===== config.mk =====
export PLATFORM = sky130hd
export DESIGN_NAME = aspr_uart
export DESIGN_NICKNAME = d
export VERILOG_FILES = /design/src/aspr_pkg.sv /design/src/aspr_uart.sv
export SDC_FILE = /design/constraint.sdc
export NUM_CORES = 1
export LEC_CHECK = 0
export BUFFER_PORTS_ARGS = -buffer_cell sky130_fd_sc_hd__buf_2
export CORE_AREA = 2 2 90 92
export CTS_CLUSTER_DIAMETER = 100
export DETAILED_ROUTE_END_ITERATION = 8
export DIE_AREA = 0 0 92 94
export GPL_TIMING_DRIVEN = 0
export HOLD_SLACK_MARGIN = 0.05
export MAX_ROUTING_LAYER = met4
export PLACE_DENSITY = 0.74
export SLEW_MARGIN = 25
export SYNTH_ARGS = -nofsm -noshare
export SYNTH_HDL_FRONTEND = slang
export SYNTH_SLANG_ARGS = --single-unit

===== constraint.sdc =====
create_clock -name clk_sys -period 1.7 [get_ports clk_sys]
set_input_delay 0.17 -clock clk_sys [delete_from_list [all_inputs] [get_ports clk_sys]]
set_output_delay 0.17 -clock clk_sys [all_outputs]
set_load 0.02 [all_outputs]

===== src/aspr_pkg.sv =====
// package: constants, types and register layout for the serial port
package aspr_pkg;
  // ---------------------------------------------------------------
  // register map
  // ---------------------------------------------------------------
  localparam logic [7:0] ASPR_CTRL_ADDR   = 8'h98;
  localparam logic [7:0] ASPR_DATA_ADDR   = 8'h99;
  localparam logic [7:0] ASPR_CTRL_RESET  = 8'h40;
  localparam int         ASPR_BIT_MODE    = 7;
  localparam int         ASPR_BIT_UNUSED  = 6;
  localparam int         ASPR_BIT_MCE     = 5;
  localparam int         ASPR_BIT_REN     = 4;
  localparam int         ASPR_BIT_TB8     = 3;
  localparam int         ASPR_BIT_RB8     = 2;
  localparam int         ASPR_BIT_TI      = 1;
  localparam int         ASPR_BIT_RI      = 0;
  // ---------------------------------------------------------------
  // frame timing
  // ---------------------------------------------------------------
  localparam logic [3:0] ASPR_BITS_8      = 4'h8;
  localparam logic [3:0] ASPR_BITS_9      = 4'h9;
  localparam logic [1:0] ASPR_SYNC_INIT   = 2'h3;
  // ---------------------------------------------------------------
  // types
  // ---------------------------------------------------------------
  typedef enum logic [1:0] {
    ASPR_IDLE  = 2'b00,
    ASPR_START = 2'b01,
    ASPR_DATA  = 2'b10,
    ASPR_STOP  = 2'b11
  } aspr_state_t;

  typedef struct packed {
    logic       mode;
    logic       mce;
    logic       ren;
    logic       tb8;
    logic       rb8;
    logic       ti;
    logic       ri;
  } aspr_ctrl_t;
endpackage : aspr_pkg


===== src/aspr_uart.sv =====
// serial port with auto-reload baud timer, register port and serial lines
module aspr_uart
  import aspr_pkg::*;
(
  input  wire logic       clk_sys,
  input  wire logic       rst,
  input  wire logic       timer_run,
  input  wire logic       timer_tick,
  input  wire logic [7:0] baud_reload_byte,
  input  wire logic       irq_enable,
  input  wire logic [7:0] reg_addr,
  input  wire logic       reg_wr,
  input  wire logic       reg_rd,
  input  wire logic [7:0] reg_wdata,
  output logic      [7:0] reg_rdata,
  output logic            irq_req,
  output logic            tx_line,
  output logic      [7:0] baud_low_counter,
  input  wire logic       rx_line
);
  // ---------------------------------------------------------------
  // state
  // ---------------------------------------------------------------
  aspr_ctrl_t  ctrl_r, ctrl_nxt;
  logic [7:0]  rx_buf_r, rx_buf_nxt;
  logic [7:0]  rdata_r, rdata_nxt;
  logic        irq_r, irq_nxt;
  logic [7:0]  tx_cnt_r, tx_cnt_nxt;
  logic [7:0]  rx_cnt_r, rx_cnt_nxt;
  logic        tx_half_r, tx_half_nxt;
  logic        rx_half_r, rx_half_nxt;
  aspr_state_t tx_st_r, tx_st_nxt;
  logic [8:0]  tx_sh_r, tx_sh_nxt;
  logic [3:0]  tx_idx_r, tx_idx_nxt;
  logic        tx_line_r, tx_line_nxt;
  aspr_state_t rx_st_r, rx_st_nxt;
  logic [8:0]  rx_sh_r, rx_sh_nxt;
  logic [3:0]  rx_idx_r, rx_idx_nxt;
  logic [1:0]  rx_sync_r, rx_sync_nxt;
  logic        rx_prev_r, rx_prev_nxt;
  logic        tx_ovf, rx_ovf, tx_baud, rx_baud, rx_mid;
  logic        rx_fall, wr_ctrl, wr_data, rx_load;

  // ---------------------------------------------------------------
  // helper functions
  // ---------------------------------------------------------------
  // counter step with auto reload
  function automatic logic [7:0] aspr_step(input logic [7:0] cnt,
                                           input logic [7:0] rld);
    aspr_step = (cnt == 8'hFF) ? rld : cnt + 8'h01;
  endfunction : aspr_step

  // mode selects length
  // data bits per frame from the mode bit
  function automatic logic [3:0] aspr_nbits(input logic mode);
    aspr_nbits = mode ? ASPR_BITS_9 : ASPR_BITS_8;
  endfunction : aspr_nbits

  // ---------------------------------------------------------------
  // register access decode
  // ---------------------------------------------------------------
  assign wr_ctrl = reg_wr && (reg_addr == ASPR_CTRL_ADDR);
  assign wr_data = reg_wr && (reg_addr == ASPR_DATA_ADDR);
  // synchronised receive line; edge seen on the second stage only
  assign rx_fall = rx_prev_r && !rx_sync_r[1];

  // ---------------------------------------------------------------
  // baud timers
  // ---------------------------------------------------------------
  // overflow period
  assign tx_ovf  = timer_run && timer_tick && (tx_cnt_r == 8'hFF);
  assign rx_ovf  = timer_run && timer_tick && (rx_cnt_r == 8'hFF);
  assign tx_baud = tx_ovf && tx_half_r;
  assign rx_baud = rx_ovf && rx_half_r;
  assign rx_mid  = rx_ovf && !rx_half_r;

  // next counter and half-period values for both timers
  always_comb begin
    tx_cnt_nxt  = tx_cnt_r;
    rx_cnt_nxt  = rx_cnt_r;
    tx_half_nxt = tx_half_r;
    rx_half_nxt = rx_half_r;
    if (timer_run && timer_tick) begin
      tx_cnt_nxt = aspr_step(tx_cnt_r, baud_reload_byte);
      rx_cnt_nxt = aspr_step(rx_cnt_r, baud_reload_byte);
    end
    if (tx_ovf) begin
      tx_half_nxt = !tx_half_r;
    end
    if (rx_ovf) begin
      rx_half_nxt = !rx_half_r;
    end
    // forced reload
    // restarting the copy aligns its half-period phase to the start edge
    if (rx_st_r == ASPR_IDLE && rx_fall) begin
      rx_cnt_nxt  = baud_reload_byte;
      rx_half_nxt = 1'b0;
    end
  end

  // baud timer registers
  always_ff @(posedge clk_sys) begin
    if (rst) begin
      tx_cnt_r  <= 8'h00;
      rx_cnt_r  <= 8'h00;
      tx_half_r <= 1'b0;
      rx_half_r <= 1'b0;
    end else begin
      tx_cnt_r  <= tx_cnt_nxt;
      rx_cnt_r  <= rx_cnt_nxt;
      tx_half_r <= tx_half_nxt;
      rx_half_r <= rx_half_nxt;
    end
  end

  // ---------------------------------------------------------------
  // transmitter
  // ---------------------------------------------------------------
  // transmit sequencer: start, data bits, stop
  always_comb begin
    tx_st_nxt   = tx_st_r;
    tx_sh_nxt   = tx_sh_r;
    tx_idx_nxt  = tx_idx_r;
    tx_line_nxt = tx_line_r;
    case (tx_st_r)
      ASPR_IDLE: begin
        tx_line_nxt = 1'b1;
        if (wr_data) begin
          tx_sh_nxt = {ctrl_r.tb8, reg_wdata};
          tx_st_nxt = ASPR_START;
        end
      end
      ASPR_START: begin
        if (tx_baud) begin
          tx_line_nxt = 1'b0;
          tx_idx_nxt  = 4'h0;
          tx_st_nxt   = ASPR_DATA;
        end
      end
      ASPR_DATA: begin
        if (tx_baud) begin
          if (tx_idx_r == aspr_nbits(ctrl_r.mode)) begin
            tx_line_nxt = 1'b1;
            tx_st_nxt   = ASPR_STOP;
          end else begin
            tx_line_nxt = tx_sh_r[0];
            tx_sh_nxt   = {1'b0, tx_sh_r[8:1]};
            tx_idx_nxt  = tx_idx_r + 4'h1;
          end
        end
      end
      ASPR_STOP: begin
        if (tx_baud) begin
          tx_st_nxt = ASPR_IDLE;
        end
      end
      default: tx_st_nxt = ASPR_IDLE;
    endcase
  end

  // transmit registers
  always_ff @(posedge clk_sys) begin
    if (rst) begin
      tx_st_r   <= ASPR_IDLE;
      tx_sh_r   <= 9'h000;
      tx_idx_r  <= 4'h0;
      tx_line_r <= 1'b1;
    end else begin
      tx_st_r   <= tx_st_nxt;
      tx_sh_r   <= tx_sh_nxt;
      tx_idx_r  <= tx_idx_nxt;
      tx_line_r <= tx_line_nxt;
    end
  end

  // ---------------------------------------------------------------
  // receiver
  // ---------------------------------------------------------------
  // receive sequencer: start check, data bits, stop and accept
  always_comb begin
    rx_st_nxt  = rx_st_r;
    rx_sh_nxt  = rx_sh_r;
    rx_idx_nxt = rx_idx_r;
    rx_load    = 1'b0;
    case (rx_st_r)
      ASPR_IDLE: begin
        if (ctrl_r.ren && rx_fall) begin
          rx_st_nxt = ASPR_START;
        end
      end
      ASPR_START: begin
        if (rx_mid) begin
          // false start returns to idle
          rx_st_nxt  = rx_sync_r[1] ? ASPR_IDLE : ASPR_DATA;
          rx_idx_nxt = 4'h0;
        end
      end
      ASPR_DATA: begin
        if (rx_mid) begin
          rx_sh_nxt  = {rx_sync_r[1], rx_sh_r[8:1]};
          rx_idx_nxt = rx_idx_r + 4'h1;
          if (rx_idx_r + 4'h1 == aspr_nbits(ctrl_r.mode)) begin
            rx_st_nxt = ASPR_STOP;
          end
        end
      end
      ASPR_STOP: begin
        if (rx_mid) begin
          rx_st_nxt = ASPR_IDLE;
          if (!ctrl_r.ri) begin
            if (ctrl_r.mode) begin
              rx_load = !ctrl_r.mce || rx_sh_r[8];
            end else begin
              rx_load = !ctrl_r.mce || rx_sync_r[1];
            end
          end
        end
      end
      default: rx_st_nxt = ASPR_IDLE;
    endcase
    // receiver off drops a frame in flight
    if (!ctrl_r.ren) begin
      rx_st_nxt = ASPR_IDLE;
      rx_load   = 1'b0;
    end
  end

  // receive registers
  always_ff @(posedge clk_sys) begin
    if (rst) begin
      rx_st_r   <= ASPR_IDLE;
      rx_sh_r   <= 9'h000;
      rx_idx_r  <= 4'h0;
    end else begin
      rx_st_r   <= rx_st_nxt;
      rx_sh_r   <= rx_sh_nxt;
      rx_idx_r  <= rx_idx_nxt;
    end
  end

  // ---------------------------------------------------------------
  // receive line synchroniser
  // ---------------------------------------------------------------
  // second stage alone feeds the edge detector and the sampler
  always_comb begin
    rx_sync_nxt = {rx_sync_r[0], rx_line};
    rx_prev_nxt = rx_sync_r[1];
  end

  // two flops before any logic reads the pin
  always_ff @(posedge clk_sys) begin
    if (rst) begin
      rx_sync_r <= ASPR_SYNC_INIT;
      rx_prev_r <= 1'b1;
    end else begin
      rx_sync_r <= rx_sync_nxt;
      rx_prev_r <= rx_prev_nxt;
    end
  end

  // ---------------------------------------------------------------
  // control register, receive buffer and read port
  // ---------------------------------------------------------------
  // flag updates, frame store and read mux
  always_comb begin
    ctrl_nxt   = ctrl_r;
    rx_buf_nxt = rx_buf_r;
    rdata_nxt  = rdata_r;
    if (wr_ctrl) begin
      ctrl_nxt.mode = reg_wdata[ASPR_BIT_MODE];
      ctrl_nxt.mce  = reg_wdata[ASPR_BIT_MCE];
      ctrl_nxt.ren  = reg_wdata[ASPR_BIT_REN];
      ctrl_nxt.tb8  = reg_wdata[ASPR_BIT_TB8];
      ctrl_nxt.rb8  = reg_wdata[ASPR_BIT_RB8];
      ctrl_nxt.ti   = reg_wdata[ASPR_BIT_TI];
      ctrl_nxt.ri   = reg_wdata[ASPR_BIT_RI];
    end
    if (tx_st_r == ASPR_DATA && tx_baud &&
        tx_idx_r == aspr_nbits(ctrl_r.mode)) begin
      ctrl_nxt.ti = 1'b1;
    end
    if (rx_load) begin
      rx_buf_nxt   = ctrl_r.mode ? rx_sh_r[7:0] : rx_sh_r[8:1];
      ctrl_nxt.rb8 = ctrl_r.mode ? rx_sh_r[8] : rx_sync_r[1];
      ctrl_nxt.ri  = 1'b1;
    end
    // the transmit shifter is never visible on a read
    // window reads receive buffer
    if (reg_rd && reg_addr == ASPR_DATA_ADDR) begin
      rdata_nxt = rx_buf_r;
    end else if (reg_rd && reg_addr == ASPR_CTRL_ADDR) begin
      rdata_nxt = {ctrl_r.mode, 1'b1, ctrl_r.mce, ctrl_r.ren,
                   ctrl_r.tb8, ctrl_r.rb8, ctrl_r.ti, ctrl_r.ri};
    end else if (reg_rd) begin
      rdata_nxt = 8'h00;
    end
  end

  // control, buffer and read data registers
  always_ff @(posedge clk_sys) begin
    if (rst) begin
      ctrl_r   <= aspr_ctrl_t'(7'h00);
      rx_buf_r <= 8'h00;
      rdata_r  <= 8'h00;
    end else begin
      ctrl_r   <= ctrl_nxt;
      rx_buf_r <= rx_buf_nxt;
      rdata_r  <= rdata_nxt;
    end
  end

  // ---------------------------------------------------------------
  // interrupt request
  // ---------------------------------------------------------------
  // flags stay, drive request
  assign irq_nxt = irq_enable && (ctrl_nxt.ti || ctrl_nxt.ri);

  // request is registered from the next flag values, so it changes in the same cycle as the flags
  always_ff @(posedge clk_sys) begin
    if (rst) begin
      irq_r <= 1'b0;
    end else begin
      irq_r <= irq_nxt;
    end
  end

  // ---------------------------------------------------------------
  // outputs
  // ---------------------------------------------------------------
  assign reg_rdata        = rdata_r;
  assign irq_req          = irq_r;
  assign tx_line          = tx_line_r;
  assign baud_low_counter = tx_cnt_r;
endmodule : aspr_uart


# --- After elaboration in Yosys (flattened, before gate mapping) ---
# Cells that the tools add are included.
# W data, S select, Z words.
classes:
  add_sub_neg: 4
  multipliers: 0
  div_mod_pow: 0
  order_cmp: 0
  n_eq_ne: 23
  n_shift: 0
  mux: 47
  bitwise_logic: 1
  reduce_logical: 40
op_table:
  columns: ["cell", "n"]
  rows:
  - ["$mux W8", 8]
  - ["$eq A8 B8 Y1 const B", 4]
  - ["$mux W9", 3]
  - ["$mux W2", 11]
  - ["$mux W4", 5]
  - ["$ne A2 B2 Y1 const B", 9]
  - ["$pmux W9 S2", 1]
  - ["$add A8 B1 Y8 const B", 2]
  - ["$pmux W2 S4", 2]
  - ["$pmux W4 S2", 2]
  - ["$logic_and A1 B1 Y1", 15]
  - ["$mux W1", 13]
  - ["$reduce_and A5 Y1", 2]
  - ["$reduce_bool A2 Y1", 5]
  - ["$add A4 B1 Y4 const B", 2]
  - ["$eq A2 B2 Y1 const B", 4]
  - ["$eq A4 B4 Y1", 2]
  - ["$reduce_and A4 Y1", 2]
  - ["$reduce_and A3 Y1", 2]
  - ["$reduce_bool A3 Y1", 2]
  - ["$eq A2 B1 Y1 const B", 2]
  - ["$logic_not A1 Y1", 4]
  - ["$logic_not A2 Y1", 2]
  - ["$ne A2 B1 Y1 const B", 2]
  - ["6 further kinds", 9]
word_totals:
  register_bits: 76
  latchBits: 0
  ramBits: 0
  rom_bits: 0
  in_bits: 32
  output_inout_bits: 18
  elab_cells: 138
  n_memories: 0

# --- Depth between registers and ports, before layout ---
depth:
  ltp_word: 10
  ltp_mapped: 8

# --- Worst setup path after synthesis ---
# No wires, ideal clock.
synth_path:
  path_type: "register -> register"
  start: "reg tx_cnt_r[0], in the netlist baud_low_counter[0]"
  end: "reg tx_sh_r[7]"
  setup_ns: 0.070
  arrival_time_ns: 1.974
  t_required_ns: 1.630
  setup_slack_ns: -0.345
  path_stages_with_launch: 8
  synth_period_minus_slack_ns: 2.045
  path_cell_list: "dfxtp_1 -> ha_1 -> nand3_2 -> nor3_2 -> a31oi_2 -> buf_6 -> or3_1 -> a21oi_1"
synth_between:
  elab_chain_cells: 5
synth_lines:
  columns: ["element", "line", "rtl"]
  rows:
  - ["start: declaration", "aspr_uart.sv:28", "logic [7:0] tx_cnt_r, tx_cnt_nxt;"]
  - ["start signal: assignment", "aspr_uart.sv:109", "tx_cnt_r <= tx_cnt_nxt;"]
  - ["$eq A8 B8 Y1", "aspr_uart.sv:71", "assign tx_ovf = timer_run && timer_tick && (tx_cnt_r == 8'hFF);"]
  - ["$logic_and A1 B1 Y1", "aspr_uart.sv:71", null]
  - ["$logic_and A1 B1 Y1", "aspr_uart.sv:73", "assign tx_baud = tx_ovf && tx_half_r;"]
  - ["$ne A2 B2 Y1 (no line)", null, null]
  - ["$reduce_and A4 Y1 (no line)", null, null]
  - ["end signal: assignment", "aspr_uart.sv:170", "tx_sh_r <= tx_sh_nxt;"]
  - ["end: declaration", "aspr_uart.sv:33", "logic [8:0] tx_sh_r, tx_sh_nxt;"]
# Every way passes these cells.
# A chain may end at the register's enable or synchronous reset.

# --- Worst setup path in the final report ---
layout_path:
  start: "reg rx_cnt_r[4]"
  end: "reg rx_buf_r[3]"
layout_between:
  elab_chain_cells: 6
layout_lines:
  columns: ["element", "line", "rtl"]
  rows:
  - ["start: declaration", "aspr_uart.sv:29", "logic [7:0] rx_cnt_r, rx_cnt_nxt;"]
  - ["start signal: assignment", "aspr_uart.sv:110", "rx_cnt_r <= rx_cnt_nxt;"]
  - ["$eq A8 B8 Y1", "aspr_uart.sv:72", "assign rx_ovf = timer_run && timer_tick && (rx_cnt_r == 8'hFF);"]
  - ["$logic_and A1 B1 Y1", "aspr_uart.sv:72", null]
  - ["$logic_and A1 B1 Y1", "aspr_uart.sv:75", "assign rx_mid = rx_ovf && !rx_half_r;"]
  - ["$mux W1", "aspr_uart.sv:208", "if (rx_mid) begin"]
  - ["$mux W1", "aspr_uart.sv:185", "case (rx_st_r)"]
  - ["$mux W1", "aspr_uart.sv:222", "if (!ctrl_r.ren) begin"]
  - ["end signal: assignment", "aspr_uart.sv:307", "rx_buf_r <= rx_buf_nxt;"]
  - ["end: declaration", "aspr_uart.sv:25", "logic [7:0] rx_buf_r, rx_buf_nxt;"]
# Every way passes these cells.

==> results.md <==
- Via count: 3794
- Synth Area per Inst: 8.67 µm²
- Ys Warns: 0
- Worst-Skew Late Latency: 350 ps
- CTS Buf Count: 9
- Final Hold Viols: 0
- Post-synth net total: 485
- Row cnt: 32
- Asr flop ratio synth: 0%
- Slew @ Worst Pin: 704 ps
- R2r setup slk: -120 ps
- Fin Hold WS: 75.9 ps
- Yosys top cell by area: dfxtp_1
- RR Endpoint: rx_buf_r[3]$_SDFFE_PP0P_
- Final #Nets: 587
- Failing checks: setup timing
- Residual DRC: 0
- Clock slew at reported path FFs: 80 ps
- Max Cap Violations: 0
- Die W: 92 µm
- Req. time, crit path: 1920 ps
- Lkg Pwr: 1.97 nW
- Setup Crit Path Kind: reg -> reg
- Dpl cell area: 4300 µm²
- ANT nets after route: 0
- Peak VDD IR: 0.421 mV
- Post-DP HPWL: 6630 µm
- Setup_tns: -1230 ps
- Worst slack at placement: -375 ps
- Number of synthesized flops with an enable pin: 0
- Synth Cell Area: 3860 µm²
- Most used flip-flop cell after synthesis: dfxtp_1
- Pwr dens: 706 nW/µm²
- Post-Route WL: 10700 µm
- # setup viols final: 16
- Clk_skew: 7.13 ps
- Core Area: 7610 µm²
- Crit Path Max Fanout: 8
- Worst reg2reg path depth: 7
- Fin worst setup slack: -123 ps
- Max_slew headroom: 53.1%
- Routed len/inst: 16.5 µm
- Final Cycle Share: 107%
- Worst EP arrival: 2040 ps
- Buffers on Ports: 48
- Design Area, Final: 5170 µm²
- Final Max Tran Viols: 0
- Type of the worst min-delay path: in -> reg
- Antenna violations before repair: 0
- CTS tree: built
- Status: finished with violations
- Global route total overflow: 0
- RSZ-0062 raised after global routing: true
- Crit. End Element: register
- #FFs+latches synth: 76
- Starting Density: 50.7%
- Crit path time final: 1820 ps
- Hold EP: irq_req$_SDFF_PP0_
- Hold path cells: 3
- Cells after Synth: 445
- Sequential area share after synthesis: 39.4%
- Max Freq: 549 MHz
- Inserted Diodes: 0
- RD Place Congestion: 0.951
- CTS Root Cell: clkbuf_8
- Via density: 5.83
- Clk sinks: 76
- Distinct cells, synth: 60
- Die H: 94 µm
- Total track usage: 25.2%
- Max clock buf depth: 2
- Fraction of layout cells with a size suffix above 1: 38.6%
- Die area: 8650 µm²
- Pre-antenna DRT Iters: 5
- Critical Path Source Type: register
- Proportion of netlist area held by the largest area contributor: 39.4%
- Largest net degree at the start of global routing: 12
- Vias in the first global route: 3629
- First-pass GRT wire length: 17000 µm
- # IOs: 50
- CTS H-Tree Depth: 3
- Hold path start: irq_enable
- Initial drt markers: 246
- Reg-to-Reg Start: rx_cnt_r[4]$_SDFFE_PP0P_
- Synth top area cells: dfxtp_1 39%, mux2i_1 7.5%, a21oi_1 5.4%
- Synthesis-to-layout area growth: 33.9%
- FILL cells: 600
[layout make-up]
type | instances | area [µm²] | area share [%]
timing repair buffer | 91 | 601 | 11.6
buffer | 20 | 104 | 2.01
multi-input combinational | 343 | 2570 | 49.7
clock buffer | 10 | 138 | 2.66
sequential | 76 | 1570 | 30.3
tap | 102 | 128 | 2.47
inverter | 6 | 25.0 | 0.484
clock inverter | 3 | 40.0 | 0.775
[worst max path at each step]
stage / startpoint / end / cells after the start / slack, ps
after floorplan: tx_st_r[0]$_SDFFE_PP0P_ / tx_sh_r[7]$_SDFFE_PP0P_ / 8 / -30
after global placement: rx_cnt_r[0]$_SDFFE_PP0P_ / rx_buf_r[7]$_SDFFE_PP0P_ / 6 / -320
after detailed placement: rx_cnt_r[0]$_SDFFE_PP0P_ / rx_idx_r[3]$_SDFFE_PP0P_ / 6 / -380
after CTS: rx_cnt_r[6]$_SDFFE_PP0P_ / register / 7 / -70
after global routing: rx_cnt_r[4]$_SDFFE_PP0P_ / rx_buf_r[3]$_SDFFE_PP0P_ / 7 / -220
final: rx_cnt_r[4]$_SDFFE_PP0P_ / rx_buf_r[3]$_SDFFE_PP0P_ / 7 / -120
[critical path: stages, from the launching register on]
cell and delay [ps]:
dfxtp_4 350, nand4_1 190, buf_4 210, nor4_4 400, buf_4 200, nand3_4 150
nand2_1 120, a21oi_1 60
[routing by layer]
layer / vias to the layer above / part of all wire [%] / wire length, µm / GRT usage [%]
li1: 1828 / - / - / -
met1: 1830 / 45 / 4780 / 30.7
met2: 114 / 49 / 5230 / 41.0
met3: 22 / 4.4 / 475 / 5.14
met4: 0 / 2.4 / 258 / 10.6
met5: - / 0 / 0 / -
[per-stage QoR]
stage                     total power, mW  utilization (%)  cells
final                                3.65             67.9    651
after CTS                            3.58             63.6    635
after global placement               2.19             56.5    595
after global routing                 3.78             67.9    651
after floorplan                      2.08                -    445
after detailed placement             2.20             56.5    595
[Yosys cell counts, types with 9 or more instances]
master / n
a211oi_1: 9
a21oi_1: 42
clkbuf_1: 15
dfxtp_1: 76
mux2_2: 17
mux2i_1: 29
nand2_1: 43
nand3_1: 11
nor2_1: 48
nor2b_1: 13
o21ai_0: 21
or3_1: 9
[logic make-up (layout without fill, tap and decap cells)]
logic type / after synthesis / after routing / share of synthesized area [%]
flip-flops: 76 / 76 / 39.4
AO/OA/AOI/OAI: 101 / 101 / 16.2
AND/OR/NAND/NOR: 179 / 180 / 24.5
XOR/XNOR: 8 / 8 / 1.82
multiplexers: 46 / 46 / 12.5
adder cells (fa/ha/maj): 8 / 8 / 2.59
buffers and inverters: 27 / 130 / 3.02
[power breakdown]
group	leakage (nW)	internal [mW]	total, mW	switching (mW)
combinational	1.26	0.212	0.467	0.255
sequential	0.624	1.81	1.84	0.0308
clock	0.0939	0.690	1.34	0.650
total	1.97	2.71	3.65	0.936
[flip-flops by register name, summed over array words and instances (netlist names), named ones only]
signal	cells
rx_cnt_r	8
tx_st_r	2
rx_half_r	1
baud_low_counter	8
tx_half_r	1
rx_idx_r	4
tx_line	1
rx_buf_r	8
tx_sh_r	9
rx_prev_r	1
irq_req	1
reg_rdata	8
rx_sh_r	9
rx_st_r	1
ctrl_r	7
tx_idx_r	4
rx_sync_r	2
[cells in the final DEF (no fill, tap or decap), types with 12 or more instances in the layout]
| master | netlist | final |
|---|---|---|
| a21oi_1 | 42 | 36 |
| buf_2 | 3 | 50 |
| buf_4 | 1 | 36 |
| clkbuf_1 | 15 | 14 |
| dfxtp_1 | 76 | 57 |
| mux2_2 | 17 | 17 |
| mux2i_1 | 29 | 29 |
| nand2_1 | 43 | 34 |
| nor2_1 | 48 | 46 |
| nor2b_1 | 13 | 13 |
| o21ai_0 | 21 | 12 |
[timing repair]
action / CTS / global route
cloned: 0 / 2
hold buffers: 1 / 0
endpoints found under the setup margin: 46 / 51
pin swaps: 22 / 23
resized for setup: 41 / 67
buffers inserted: 26 / 16
endpoints found under the hold margin: 1 / 0
(Power assumes the default switching activity.)
